$ cat config.mk
export PLATFORM = sky130hd
export DESIGN_NAME = csu_chip_select
export DESIGN_NICKNAME = d
export VERILOG_FILES = /design/src/design/csu_chip_select.v /design/src/design/csu_line_match.v
export VERILOG_INCLUDE_DIRS = /design/src /design/src/design
export SDC_FILE = /design/constraint.sdc
export NUM_CORES = 1
export LEC_CHECK = 0
export BUFFER_PORTS_ARGS = -buffer_cell sky130_fd_sc_hd__buf_2
export CAP_MARGIN = 20
export CORE_MARGIN = 8
export CORE_UTILIZATION = 59
export DETAILED_ROUTE_END_ITERATION = 16
export PLACE_DENSITY_LB_ADDON = 0.05
export SLEW_MARGIN = 20
export SYNTH_ARGS = -nofsm -noshare
export SYNTH_HDL_FRONTEND = slang
export SYNTH_SLANG_ARGS = --single-unit
$ cat constraint.sdc
create_clock -name ref_clk -period 8.03 [get_ports ref_clk]
set_input_delay 1.2045 -clock ref_clk [delete_from_list [all_inputs] [get_ports ref_clk]]
set_output_delay 1.2045 -clock ref_clk [all_outputs]
set_load 0.02 [all_outputs]
$ cat src/design/csu_regs.vh
// Purpose: constants for the chip-select option decode unit
// Assumes: 24-bit byte address, 16-bit data bus, word-wide register access
// Notes: all offsets are byte addresses in supervisor data space
`ifndef CSU_REGS_VH
`define CSU_REGS_VH

// ***************************************************************
// register placement
// ***************************************************************
`define CSU_REG_FC 3'h5
`define CSU_SCR_HI_ADDR 24'h0000F4
`define CSU_SCR_LO_ADDR 24'h0000F6
`define CSU_SEL_PAGE 20'h00083
`define CSU_SEL_PAGE_LSB 4

// ***************************************************************
// field positions
// ***************************************************************
`define CSU_OPT_ACK_HI 15
`define CSU_OPT_ACK_LO 13
`define CSU_MASK_HI 12
`define CSU_MASK_LO 2
`define CSU_OPT_RWMASK 1
`define CSU_OPT_FCCMP 0
`define CSU_BASE_FC_HI 15
`define CSU_BASE_FC_LO 13
`define CSU_BASE_RW 1
`define CSU_BASE_EN 0
`define CSU_SCR_WPV 25
`define CSU_SCR_ADC 24
`define CSU_SCR_WRITE_PROTECT_ERROR_ENABLE 20
`define CSU_SCR_EXT_MASTER_EXTRA_WAIT 18
`define CSU_SCR_ADCE 17

// ***************************************************************
// codes and reset values
// ***************************************************************
`define CSU_ACK_EXTERNAL 3'h7
`define CSU_FC_IACK 3'h7
`define CSU_BASE0_RST 16'hC001
`define CSU_BASE_RST 16'hC000
`define CSU_OPT_RST 16'hDFFD
`define CSU_SCR_RST 32'h00000000
`define CSU_CNT_MAX 3'h7

`endif

$ cat src/design/csu_chip_select.v
// Purpose: four-line chip-select decode with acknowledge wait-state generator
// Assumes: bus inputs synchronous to ref_clk; registers reached over the bus
// Notes: select lines and zero-wait acknowledge are combinational
//
// How it works
// - ack code 0-6 waits, 7 external
// - code 7: never drive acknowledge
// - ack field resets to six waits
// - waits counted on internal clock always
// - zero waits: acknowledge straight from decode
// - mask bits pick compared address bits
// - mask bits independent, aliases allowed
// - mask resets all ones, 8K block
// - direction mask off: reads and writes
// - space compare bit, resets to one
// - space code 111 never selects
// - 32-bit control register at 0F4, space 5
// - base register field layout
// - lowest line wins; internal space selects none
// - write to read-only: flag, bus error
// - acknowledge only with an asserted select or an internal register cycle
`timescale 1ns/100ps
`default_nettype none
`include "csu_regs.vh"

module csu_chip_select
(
    // clock and reset
    input wire ref_clk,
    input wire nrst,
    // bus cycle from the active master
    input wire [23:1] busAddr,
    input wire [2:0] busFc,
    input wire busAsN,
    input wire busRdWr,
    input wire busExtMaster,
    // register data bus
    input wire [15:0] busDataIn,
    output reg [15:0] busDataOut_r,
    output wire busDataOeN,
    // select lines, active low
    output wire [3:0] selectLinesN,
    // acknowledge pin, active low
    output wire dtackOut,
    output wire dtackOeN,
    // bus error pin, active low
    output wire berrOut,
    output wire berrOeN
);

    // ***************************************************************
    // functions
    // ***************************************************************

    // lowest numbered set bit only
    function [3:0] firstOne;
        input [3:0] v;
        begin
            firstOne = v & (~v + 4'h1);
        end
    endfunction

    // effective wait count with optional external-master extra
    function [2:0] waitsFor;
        input [2:0] code;
        input extra;
        begin
            waitsFor = code + {2'h0, extra};
        end
    endfunction

    // ***************************************************************
    // state
    // ***************************************************************
    reg [15:0] baseReg_r [0:3];
    reg [15:0] optReg_r [0:3];
    reg [31:0] sysCtrl_r;
    reg asPrev_r;
    reg [2:0] waitCnt_r;
    reg [2:0] waitCnt_nxt;
    reg [7:0] status_nxt;
    reg [7:0] statClr;

    wire [23:0] byteAddr;
    wire isWrite;
    wire cycOn;
    wire asStart;
    wire selPageHit;
    wire scrHiHit;
    wire scrLoHit;
    wire intHit;
    wire [1:0] lineIdx;
    wire [3:0] lineHits;
    wire [3:0] wpHits;
    wire [3:0] grant;
    wire anySel;
    wire conflict;
    wire wpAny;
    wire [2:0] ackCode;
    wire extraWait;
    wire [2:0] waitNeed;
    wire lineAck;
    wire intAck;
    wire regWrite;

    // ***************************************************************
    // cycle decode
    // ***************************************************************
    assign byteAddr = {busAddr, 1'b0};
    assign isWrite = !busRdWr;
    assign cycOn = !busAsN;
    // first clock of a strobe: one-shot for writes and events
    assign asStart = cycOn & asPrev_r;
    assign selPageHit = byteAddr[23:`CSU_SEL_PAGE_LSB] == `CSU_SEL_PAGE;
    assign scrHiHit = byteAddr == `CSU_SCR_HI_ADDR;
    assign scrLoHit = byteAddr == `CSU_SCR_LO_ADDR;
    assign intHit = (busFc == `CSU_REG_FC)
                    && (selPageHit || scrHiHit || scrLoHit);
    assign lineIdx = byteAddr[3:2];
    assign regWrite = asStart & intHit & isWrite;

    // ***************************************************************
    // per-line compare
    // ***************************************************************
    genvar g;
    generate
        for (g = 0; g < 4; g = g + 1)
        begin : gLine
            csu_line_match uMatch
            (
                .baseReg(baseReg_r[g]),
                .optReg(optReg_r[g]),
                .busAddrHi(busAddr[23:13]),
                .busFc(busFc),
                .isWrite(isWrite),
                .lineHit(lineHits[g]),
                .writeProtViol(wpHits[g])
            );
        end
    endgenerate

    // internal space masks every line; line 0 outranks the rest
    assign grant = intHit ? 4'h0 : firstOne(lineHits);
    assign anySel = grant != 4'h0;
    assign selectLinesN = ~(grant & {4{cycOn}});
    // more than one line hit; config register cycles never count
    assign conflict = !intHit && (lineHits != firstOne(lineHits));
    assign wpAny = !intHit && (wpHits != 4'h0);

    // ***************************************************************
    // acknowledge generation
    // ***************************************************************
    assign ackCode = grant[0] ? optReg_r[0][`CSU_OPT_ACK_HI:`CSU_OPT_ACK_LO] :
                     grant[1] ? optReg_r[1][`CSU_OPT_ACK_HI:`CSU_OPT_ACK_LO] :
                     grant[2] ? optReg_r[2][`CSU_OPT_ACK_HI:`CSU_OPT_ACK_LO] :
                                optReg_r[3][`CSU_OPT_ACK_HI:`CSU_OPT_ACK_LO];
    assign extraWait = busExtMaster & sysCtrl_r[`CSU_SCR_EXT_MASTER_EXTRA_WAIT];
    assign waitNeed = waitsFor(ackCode, extraWait);
    // code zero without the external-master extra wait compares against a zero count: no clock edge needed
    assign lineAck = cycOn && anySel && (ackCode != `CSU_ACK_EXTERNAL)
                     && (waitCnt_r >= waitNeed);
    // register reads need one edge for the data flop
    assign intAck = cycOn && intHit && (waitCnt_r != 3'h0);
    assign dtackOut = 1'b0;
    assign dtackOeN = !(lineAck || intAck);

    // bus error is held for the rest of the offending cycle
    assign berrOut = 1'b0;
    assign berrOeN = !(cycOn && ((wpAny && sysCtrl_r[`CSU_SCR_WRITE_PROTECT_ERROR_ENABLE])
                     || (conflict && sysCtrl_r[`CSU_SCR_ADCE])));

    assign busDataOeN = !(cycOn && intHit && busRdWr);

    // wait counter: edges of ref_clk since strobe, also for async masters
    always @*
    begin
        waitCnt_nxt = 3'h0;
        if (cycOn && (anySel || intHit) && waitCnt_r != `CSU_CNT_MAX)
            waitCnt_nxt = waitCnt_r + 3'h1;
        else if (cycOn && (anySel || intHit))
            waitCnt_nxt = waitCnt_r;
    end

    always @(posedge ref_clk or negedge nrst)
    begin
        if (!nrst)
        begin
            waitCnt_r <= 3'h0;
            asPrev_r <= 1'b1;
        end
        else
        begin
            waitCnt_r <= waitCnt_nxt;
            asPrev_r <= busAsN;
        end
    end

    // ***************************************************************
    // register file
    // ***************************************************************

    // status bits clear by one; a same-cycle event wins over the clear
    always @*
    begin
        statClr = 8'h00;
        if (regWrite && scrHiHit)
            statClr = busDataIn[15:8];
        status_nxt = sysCtrl_r[31:24] & ~statClr;
        if (asStart && wpAny)
            status_nxt[`CSU_SCR_WPV - 24] = 1'b1;
        if (asStart && conflict)
            status_nxt[`CSU_SCR_ADC - 24] = 1'b1;
    end

    integer i;
    always @(posedge ref_clk or negedge nrst)
    begin
        if (!nrst)
        begin
            for (i = 0; i < 4; i = i + 1)
            begin
                baseReg_r[i] <= (i == 0) ? `CSU_BASE0_RST : `CSU_BASE_RST;
                optReg_r[i] <= `CSU_OPT_RST;
            end
            sysCtrl_r <= `CSU_SCR_RST;
        end
        else
        begin
            sysCtrl_r[31:24] <= status_nxt;
            if (regWrite && scrHiHit)
                sysCtrl_r[23:16] <= busDataIn[7:0];
            if (regWrite && scrLoHit)
                sysCtrl_r[15:0] <= busDataIn;
            if (regWrite && selPageHit && !byteAddr[1])
                baseReg_r[lineIdx] <= busDataIn;
            if (regWrite && selPageHit && byteAddr[1])
                optReg_r[lineIdx] <= busDataIn;
        end
    end

    // read data captured on every clock of a register cycle into the output flop
    always @(posedge ref_clk or negedge nrst)
    begin
        if (!nrst)
            busDataOut_r <= 16'h0000;
        else if (cycOn && intHit)
        begin
            if (scrHiHit)
                busDataOut_r <= sysCtrl_r[31:16];
            else if (scrLoHit)
                busDataOut_r <= sysCtrl_r[15:0];
            else if (byteAddr[1])
                busDataOut_r <= optReg_r[lineIdx];
            else
                busDataOut_r <= baseReg_r[lineIdx];
        end
    end

endmodule // csu_chip_select
`default_nettype wire

$ cat src/design/csu_line_match.v
// Purpose: address, space and direction compare for one select line
// Assumes: inputs stable while the address strobe is low
// Notes: purely combinational
`timescale 1ns/100ps
`default_nettype none
`include "csu_regs.vh"

module csu_line_match
(
    // line programming
    input wire [15:0] baseReg,
    input wire [15:0] optReg,
    // bus cycle
    input wire [23:13] busAddrHi,
    input wire [2:0] busFc,
    input wire isWrite,
    // result
    output wire lineHit,
    output wire writeProtViol
);

    wire addrOk;
    wire fcOk;
    wire rwOk;
    wire placeOk;

    // each mask bit gates its own address bit, no contiguity assumed
    assign addrOk = ((busAddrHi ^ baseReg[`CSU_MASK_HI:`CSU_MASK_LO])
                    & optReg[`CSU_MASK_HI:`CSU_MASK_LO]) == 11'h000;
    // space code 111 never selects, even with compare off
    assign fcOk = (busFc != `CSU_FC_IACK) && (!optReg[`CSU_OPT_FCCMP]
                  || busFc == baseReg[`CSU_BASE_FC_HI:`CSU_BASE_FC_LO]);
    assign rwOk = !optReg[`CSU_OPT_RWMASK]
                  || (baseReg[`CSU_BASE_RW] == isWrite);
    assign placeOk = baseReg[`CSU_BASE_EN] & addrOk & fcOk;
    assign lineHit = placeOk & rwOk;
    // write into a read-only block: flagged, never selected
    assign writeProtViol = placeOk & optReg[`CSU_OPT_RWMASK]
                           & !baseReg[`CSU_BASE_RW] & isWrite;

endmodule // csu_line_match
`default_nettype wire

# Yosys cells after proc, flatten, opt, wreduce, memory -nomap -nowiden
# Index checks and enable logic that the tools add are counted.
[totals] regBits=180 latch_bits=0 ramBits=0 mem_bits_ro=0 input_bits=47 out_inout_bits=25 elab_cells=167 memories=0
[classes] add_sub_neg=3 multipliers=0 div_mod_pow=0 n_lt_le_gt_ge=3 n_eq_ne=17 shifts=0 muxes=22 bitwise_logic=43 n_reduce_logical=65
[ops] op="$bwmux 64" n=2
[ops] op="$mux 16" n=8
[ops] op="$bmux 16 s2" n=2
[ops] op="$eq 23x7->1 const B" n=2
[ops] op="$and 11x11->11" n=4
[ops] op="$logic_not 11->1" n=4
[ops] op="$xor 11x11->11" n=4
[ops] op="$demux 16 s2" n=1
[ops] op="$and 1x1->1" n=28
[ops] op="$logic_and 1x1->1" n=26
[ops] op="$eq 20x8->1 const B" n=1
[ops] op="$logic_not 1->1" n=19
[ops] op="$mux 3" n=5
[ops] op="$logic_or 1x1->1" n=13
[ops] op="$eq 3x3->1" n=4
[ops] op="$ne 3x3->1 const B" n=3
[ops] op="$and 4x4->4" n=2
[ops] op="$and 8x8->8" n=1
[ops] op="$mux 8" n=1
[ops] op="$not 4->4" n=2
[ops] op="$not 8->8" n=1
[ops] op="$reduce_bool 4->1" n=2
[ops] op="$add 4x1->4 const B" n=1
[ops] op="$eq 1x1->1" n=4
[ops] op="12 further kinds" n=13

# Longest topological paths before layout
# Gate-level depths: netlist of run 1.
[logic_depth] ltp_word=18 mapped_depth=17

# Hierarchy
# From an unflattened synthesis of run 1, not the netlist that was laid out.
[unflattened] cells_unflattened=674 hier_area_um2=9623.0
[by_module_without_submodules] module="csu_chip_select" instances=1 cells_per_inst=558 area_per_inst_um2=8667.1 seq_area_each_um2=4586.9
[by_module_without_submodules] module="csu_line_match" instances=4 cells_per_inst=29 area_per_inst_um2=239.0 seq_area_each_um2=0.0

# Worst setup path after synthesis of run 1
# OpenSTA, ideal clock, no wires.
[synth_timing] path_type="input port to output port" start="in busFc[2]" end="out dtackOeN" arrival_ps=4369 slack_ps=2456 cell_stages=16 path_buffers=1 path_cell_list="clkbuf_1 -> and3_1 -> a211oi_1 -> nand4_1 -> nor3_1 -> o31ai_1 -> a2bb2oi_1 -> inv_1 -> ha_1 -> ha_1 -> inv_1 -> ha_1 -> a21o_1 -> a21oi_1 -> nor4_1 -> o32ai_1"
[synth_via] elab_chain_len=17 word_cells_on_any_way=41
[synth_rtl] item="start, declared" line_no="csu_chip_select.v:33" text="input wire [2:0] busFc,"
[synth_rtl] item="$eq 3x3->1" line_no="csu_line_match.v:32" text="|| busFc == baseReg[`CSU_BASE_FC_HI:`CSU_BASE_FC_LO]);"
[synth_rtl] item="$logic_or 1x1->1" line_no="csu_line_match.v:31" text="assign fcOk = (busFc != `CSU_FC_IACK) && (!optReg[`CSU_OPT_FCCMP]"
[synth_rtl] item="$logic_and 1x1->1" line_no="csu_line_match.v:31"
[synth_rtl] item="$and 1x1->1" line_no="csu_line_match.v:35" text="assign placeOk = baseReg[`CSU_BASE_EN] & addrOk & fcOk;"
[synth_rtl] item="$and 1x1->1" line_no="csu_line_match.v:36" text="assign lineHit = placeOk & rwOk;"
[synth_rtl] item="$not 4->4" line_no="csu_chip_select.v:59" text="firstOne = v & (~v + 4'h1);"
[synth_rtl] item="$add 4x1->4" line_no="csu_chip_select.v:59"
[synth_rtl] item="$and 4x4->4" line_no="csu_chip_select.v:59"
[synth_rtl] item="$mux 4" line_no="csu_chip_select.v:143" text="assign grant = intHit ? 4'h0 : firstOne(lineHits);"
[synth_rtl] item="$mux 3" line_no="csu_chip_select.v:155" text="grant[2] ? optReg_r[2][`CSU_OPT_ACK_HI:`CSU_OPT_ACK_LO] :"
[synth_rtl] item="$mux 3" line_no="csu_chip_select.v:154" text="grant[1] ? optReg_r[1][`CSU_OPT_ACK_HI:`CSU_OPT_ACK_LO] :"
[synth_rtl] item="$mux 3" line_no="csu_chip_select.v:153" text="assign ackCode = grant[0] ? optReg_r[0][`CSU_OPT_ACK_HI:`CSU_OPT_ACK_LO] :"
[synth_rtl] item="$add 3x1->3 / $ne 3x3->1 (equally long branches)"
[synth_rtl] item="$ge 3x3->1 / $logic_and 1x1->1 (equally long branches)" line_no="csu_chip_select.v:161, csu_chip_select.v:160"
[synth_rtl] item="$logic_and 1x1->1" line_no="csu_chip_select.v:160" text="assign lineAck = cycOn && anySel && (ackCode != `CSU_ACK_EXTERNAL)"
[synth_rtl] item="$logic_or 1x1->1 (*)" line_no="csu_chip_select.v:165" text="assign dtackOeN = !(lineAck || intAck);"
[synth_rtl] item="$logic_not 1->1 (*)" line_no="csu_chip_select.v:165"
[synth_rtl] item="end, declared" line_no="csu_chip_select.v:45" text="output wire dtackOeN,"
# Every way passes the cells marked *; elsewhere a longest branch is shown, timed or not.

# Worst setup path after layout of run 1
# Ends and elaborated chain as after synthesis.

==> run_results.csv, run 1 <==
group,metric,value,unit
place,dp_hpwl,17690,um
place,gp_congestion,0.9317,
logic_synthesis,ys.flop_type,"dfrtp_1",
grt,grt-ovfl-total,0,
worst_setup_path,cp_data_arrival_time,5.07,ns
clock_tree,cts_resized,0,
route,postRouteAntennaNets,0,
place,numPortBuffers,69,
route,drt_pass1_iterations,6,
timing,setup_tns,0,ns
timing,worst_pin_slew,1.214,ns
clock_tree,htreeDepth,4,
power,power.density,175.8,mW/mm^2
route,drc,0,
logic_synthesis,synth_cell_types,55,
logic_synthesis,syn_area_per_cell,13.53,sq um
worst_setup_path,path_class,"in -> out",
die,dieArea,0.02049,sq mm
worst_setup_path,critPathMaxStageDelay,0.70,ns
logic_synthesis,yosys_warnings,0,
place,place_area,0.009995,sq mm
worst_setup_path,cp_common_cell,"ha_1",
timing,fin_crit_sh,78.08,%
logic_synthesis,ys_top_cells_by_area,"dfrtp_1 (30%), dfstp_2 (18%), mux2_2 (17%)",
layout,diodes,0,
layout,final_cell_area,0.01063,sq mm
logic_synthesis,synth_area_leader_cell,"dfrtp_1",
logic_synthesis,netlist_instances,705,
logic_synthesis,synth-edff-count,0,
clock_tree,cts_tree,"yes",
route,wl_per_cell,26.58,um
power,clock_power_share,44.5,%
power,max-vdd-ir-drop,156.9,uV
worst_setup_path,start_kind,"primary input",
timing,finalSetupViolations,0,
worst_setup_path,critical_path_required,6.83,ns
route,routed_via_density,6.497,
layout,fin_util,67.14,%
die,initial_core_util,60.27,%
clock_tree,cts_made_buffers,17,
power,p_total,1868,uW
worst_setup_path,cp_top_family,"compound AO/OA/AOI/OAI gates",
power,combPwrFrac,6.7,%
die,core_area,0.01583,sq mm
layout,drive_above_1_share,50.46,%
logic_synthesis,yosysSeqAreaShare,48.08,%
clock_tree,hold_buffers,0,
timing,slew_headroom,18.78,%
grt,grtUsageTotal,26.84,%
layout,area_delta_synth_final,11.40,%
clock_tree,postCtsSetupRepairBufs,0,
hold_path,holdCritPathClass,"reg -> reg",
clock_tree,cts.clk_slew.worst_paths,0.06,ns
worst_setup_path,cpMaxStageDelayCell,"nor3_1",
clock_tree,root_buffer,"clkbuf_16",
route,dr_total_vias,6348,
run_status,status,"finished clean",
logic_synthesis,netlist_area,0.009539,sq mm
grt,grt_max_degree,109,
grt,grt_first_pass_wirelength,40270,um
die,die_w,143.2,um
timing,slew_violations,0,
die,die_h,143.2,um
worst_setup_path,crit_buf_inv,4,
clock_tree,clkSinkCount,180,
worst_setup_path,cp_cell_sequence,"buf_2 -> and3_1 -> a211oi_1 -> nand4_1 -> nor3_1 -> o31ai_1 -> a2bb2oi_1 -> inv_1 -> ha_1 -> ha_1 -> inv_1 -> ha_1 -> a21o_1 -> a21oi_1 -> nor4_1 -> o32ai_1 -> buf_2",
layout,fin_nets,803,
logic_synthesis,synth_top_area_share,29.91,%
power,internal-power,1392,uW
grt,grt_pass1_vias,6708,
logic_synthesis,ys_seq_elements,180,
timing,max_freq,0.1595,GHz
power,leakagePower,0.005000,uW
timing,finClkSkew,0.007956,ns
clock_tree,clk_path_buf_depth,2,
logic_synthesis,async_reset_ff_share,100.0,%
clock_tree,insertion_delay,0.44,ns
flow_run,maxCapViolations,0,
timing,hold_violations,0,
power,power_frac_seq,48.8,%
route,drt_wl_total,25960,um
route,drtIter0Drc,522,
power,p_switching,476.7,uW
timing,rsz0062_at_grt,"no",
worst_setup_path,cp_max_fo,8,
timing,fin_crit,6.270,ns
die,fp-row-count,46,
layout,num-fill-cells,1203,
power,switching_share,25.51,%
die,ios,72,
grt,grt_antenna_before_repair,2,
worst_setup_path,cp-end-kind,"primary output",
layout,multi_input_area,0.004642,sq mm
layout,register_area,0.004587,sq mm
-- layout make-up --
type,instances,share of cell area [%]
Multi-Input combinational cell,450,43.68
Sequential cell,180,43.17
Clock buffer,17,4.003
Timing Repair Buffer,82,4.521
Tap cell,216,2.543
Clock inverter,15,1.484
Inverter,17,0.6005
-- cells in the final DEF, fill, tap and decap left out, types with 5 or more instances in the layout --
master / n
nor2_1: 13
nor3_1: 9
mux2_2: 144
nand3_1: 9
nand4_1: 5
o31ai_1: 7
dfstp_2: 66
a22oi_1: 20
ha_1: 8
clkbuf_16: 17
inv_1: 17
buf_4: 10
buf_2: 68
mux4_2: 48
nand2_1: 20
nor4_1: 7
o21ai_0: 11
a21boi_0: 6
a21o_1: 6
mux2_1: 14
inv_6: 5
xor2_1: 59
dfrtp_1: 114
nand2b_1: 6
-- cells in the mapped netlist (8+ instances only) --
cell      count
a22oi_1      20
buf_1        12
buf_2        10
clkbuf_1     31
dfrtp_1     114
dfstp_2      66
ha_1          8
inv_1        17
mux2_1       14
mux2_2      144
mux4_2       48
nand2_1      20
nand3_1       9
nor2_1       13
nor3_1        9
o21ai_0      11
xor2_1       59
-- power by group through the flow --
stage	sequential (uW)	combinational, uW	clock (uW)
2_1_floorplan	927	72.2	0
3_3_place_gp	927	120	0
3_5_place_dp	928	123	0
4_1_cts	912	123	843
5_1_grt	911	137	882
6_report	912	125	832
-- worst register-to-register path: stages, from the launching register on --
cell	delay [ns]
dfstp_2	0.52
nand2b_1	0.11
nor3b_1	0.41
nand4_2	0.30
nor3_4	1.02
mux2_1	0.39
-- registers in the layout (all words and copies together), names as in the netlist --
signal,count
busDataOut_r,16
optReg_r,64
waitCnt_r,3
baseReg_r,64
asPrev_r,1
sysCtrl_r,32
-- layer usage --
metal	vias to the layer above	GRT usage, %	routed length (um)
met2	262	40.67	12030
met1	3341	35.41	10990
met5	-	0	18
met4	4	11.41	754
met3	55	7.780	2169
li1	2686	-	-
-- final timing paths --
kind	startpoint	to	slack, ns	cells past startpoint
worst max-delay path	busFc[2]	dtackOeN	1.76	17
worst min-delay path	sysCtrl_r[25]$_DFF_PN0_	sysCtrl_r[25]$_DFF_PN0_	0.48	1
worst max register to register	asPrev_r$_DFF_PN1_	optReg_r[61]$_DFFE_PN0P_	5.16	5
worst min register to register	sysCtrl_r[25]$_DFF_PN0_	sysCtrl_r[25]$_DFF_PN0_	0.48	1
max in group asynchronous	nrst	baseReg_r[44]$_DFFE_PN0P_	6.22	2
min in group asynchronous	nrst	busDataOut_r[3]$_DFFE_PN0P_	0.62	1
-- cells by family (layout without fill, tap and decap cells) --
| logic type | Yosys count | in the layout | share of synthesized area, % |
|---|---|---|---|
| DFF | 180 | 180 | 48.09 |
| xor gates and xnor gates | 62 | 62 | 5.693 |
| muxes | 208 | 208 | 30.19 |
| other | 1 | 2 | 0.03931 |
| and+or+nand+nor | 98 | 98 | 6.125 |
| buffers and inverters | 76 | 131 | 3.358 |
| adders and majority gates | 9 | 9 | 1.154 |
| AOI/OAI and AO/OA | 71 | 71 | 5.352 |
-- through the flow --
| stage | hold WS [ns] | setup WS, ns | cells |
|---|---|---|---|
| 5_1_grt | 0.5119 | 1.566 | 977 |
| 3_3_place_gp | 0.4631 | 2.097 | 942 |
| 6_report | 0.4843 | 1.760 | 977 |
| 2_1_floorplan | 0.4419 | 2.456 | 706 |
| 4_1_cts | 0.4829 | 1.875 | 975 |
| 3_5_place_dp | 0.4677 | 1.865 | 943 |
(Power assumes the default switching activity.)
==> inputs of run 2 (changes only) <==
Clock period 8.03 ns to 5.99 ns, I/O delays scaled along.
==> run 2 against run 1 <==
Sequential cell count stayed put. Via count up 0.11%. Total power up 35%. Final area up 0.17%. Clock skew down 0.0025 ns. Hold slack got worse by 0.070 ns. Highest routed layer unchanged. Cell count grew 0.31%. Global-route usage is 0.19 points lower. Count of clock-buffer cells in the layout up 4. Register-to-register slack got worse by 2.0 ns. First-iteration DRC count up 1.5%. Clock power increased by 36%.
==> run_results.csv, run 2 (synthesized netlist as in run 1, its figures left out) <==
group,metric,value,unit
clock_tree,cts_tree,"yes",
route,drtIter0Drc,530,
timing,worst_pin_slew,1.128,ns
power,clock_power_share,44.7,%
power,combPwrFrac,6.7,%
timing,slew_headroom,24.83,%
clock_tree,clkSinkCount,180,
clock_tree,htreeDepth,4,
worst_setup_path,r2r_cells,5,
clock_tree,root_buffer,"clkbuf_16",
power,internal-power,1923,uW
route,drc,0,
clock_tree,cts_resized,0,
timing,fin_crit,5.432,ns
die,ios,72,
timing,max_freq,0.1841,GHz
power,switching_share,23.57,%
layout,diodes,0,
grt,grt_first_pass_wirelength,40210,um
die,die_h,143.2,um
route,drt_pass1_iterations,6,
layout,final_cell_mix,"mux2_2 (144), dfrtp_1 (114), buf_2 (68), dfstp_2 (66), xor2_1 (59)",
clock_tree,cts.clk_slew.worst_paths,0.06,ns
timing,finalSetupViolations,0,
grt,grt_pass1_vias,6541,
run_status,status,"finished clean",
power,power.density,236.4,mW/mm^2
route,highest_layer,"met5",
clock_tree,postCtsSetupRepairBufs,0,
die,die_w,143.2,um
worst_setup_path,cp_data_arrival_time,4.53,ns
die,fp-row-count,46,
worst_setup_path,cp-end-kind,"primary output",
clock_tree,hold_buffers,0,
hold_path,holdCritPathClass,"in -> async",
worst_setup_path,start_kind,"primary input",
layout,fin_util,67.25,%
die,initial_core_util,60.27,%
flow_run,maxCapViolations,0,
layout,final_common_cell,"mux2_2",
clock_tree,cts_made_buffers,17,
place,gp_congestion,0.9019,
route,met1_length,11430,um
grt,grt-ovfl-total,0,
grt,grtUsageTotal,26.65,%
timing,rsz0062_at_grt,"no",
power,leakagePower,0.005011,uW
power,p_switching,593.1,uW
timing,setup_tns,0,ns
clock_tree,insertion_delay,0.43,ns
route,drt_wl_total,26000,um
timing,slew_violations,0,
worst_setup_path,rrSetupSlack,3.18,ns
route,dr_total_vias,6355,
timing,finClkSkew,0.005492,ns
worst_setup_path,path_class,"in -> out",
grt,grt_max_degree,72,
layout,drive_above_1_share,50.52,%
place,dp_hpwl,17810,um
die,core_area,0.01583,sq mm
route,wl_per_cell,26.53,um
layout,area_delta_synth_final,11.58,%
route,wl_met2,12030,um
power,max-vdd-ir-drop,203.3,uV
power,power_frac_seq,48.6,%
timing,hold_violations,0,
route,routed_via_density,6.485,
die,dieArea,0.02049,sq mm
worst_setup_path,cp_max_fo,6,
route,route.met3.wl,1943,um
layout,top_regs,"baseReg_r (64), optReg_r (64), sysCtrl_r (32)",
clock_tree,clk_path_buf_depth,2,
place,numPortBuffers,69,
grt,grt_antenna_before_repair,1,
worst_setup_path,critical_path_required,5.09,ns
timing,fin_crit_sh,90.68,%
route,postRouteAntennaNets,0,
layout,fin_nets,806,
## run 2: cell types whose count changed in the layout (fill, tap and decap cells not counted), sizes merged
cell	previous run	this run
bufinv	1	2
clkbuf	17	21
clkinv	4	6
inv	26	18
clkinvlp	1	2
buf	82	85
## run 2: cell type report
type	count	area, sq um
clock buffers	21	470.5
clock inverters	11	125.1
fillers	1151	5184
inverters	17	63.81
multi-input cells	450	4637
flip-flops and latches	180	4587
well taps	216	270.3
repair buffers	85	490.5
## run 2: power groups by stage
stage / Clock [uW] / Combinational [uW] / Sequential [uW]
final: 1130 / 168 / 1220
after global routing: 1180 / 183 / 1220
after CTS: 1140 / 168 / 1220
after detailed placement: 0 / 167 / 1240
after global placement: 0 / 163 / 1240
after floorplan: 0 / 96.8 / 1240
## run 2: path summary, 6_finish.rpt
kind	start	end
hold reg to reg	busDataOut_r[7]$_DFFE_PN0P_	busDataOut_r[7]$_DFFE_PN0P_
setup / recovery	busFc[2]	dtackOeN
hold / removal	nrst	busDataOut_r[5]$_DFFE_PN0P_
setup reg to reg	asPrev_r$_DFF_PN1_	optReg_r[61]$_DFFE_PN0P_
max in group asynchronous	nrst	busDataOut_r[14]$_DFFE_PN0P_
min in group ref_clk	busDataOut_r[7]$_DFFE_PN0P_	busDataOut_r[7]$_DFFE_PN0P_
## run 2: metal layers
metal  track usage [%]  vias to the layer above
met3             5.609                       42
li1                  -                     2690
met1             37.13                     3348
met5                 0                        -
met2             40.77                      273
met4             8.837                        2
## run 2: worst max-delay path, cell delays in order
cell       delay [ns]
buf_2            0.15
and3_1           0.27
a211oi_1         0.25
nand4_1          0.34
or2_2            0.45
a311oi_1         0.26
a2bb2oi_1        0.30
inv_1            0.08
ha_1             0.22
ha_1             0.27
inv_1            0.04
ha_1             0.26
a21o_1           0.16
a21oi_1          0.15
nor4_1           0.07
o32ai_1          0.14
buf_2            0.22
## run 2: per-stage QoR
stage / cell area, sq um / hold WS, ns / setup slack [ns] / instances / total power (uW)
2_1_floorplan: 9543 / 0.4419 / 1.028 / 706 / 1340
3_3_place_gp: 10010 / 0.4596 / 0.8045 / 945 / 1407
3_5_place_dp: 10020 / 0.4762 / 0.6483 / 946 / 1411
4_1_cts: 10620 / 0.4208 / 0.6263 / 978 / 2528
5_1_grt: 10640 / 0.4430 / 0.3493 / 980 / 2590
6_report: 10640 / 0.4148 / 0.5582 / 980 / 2517
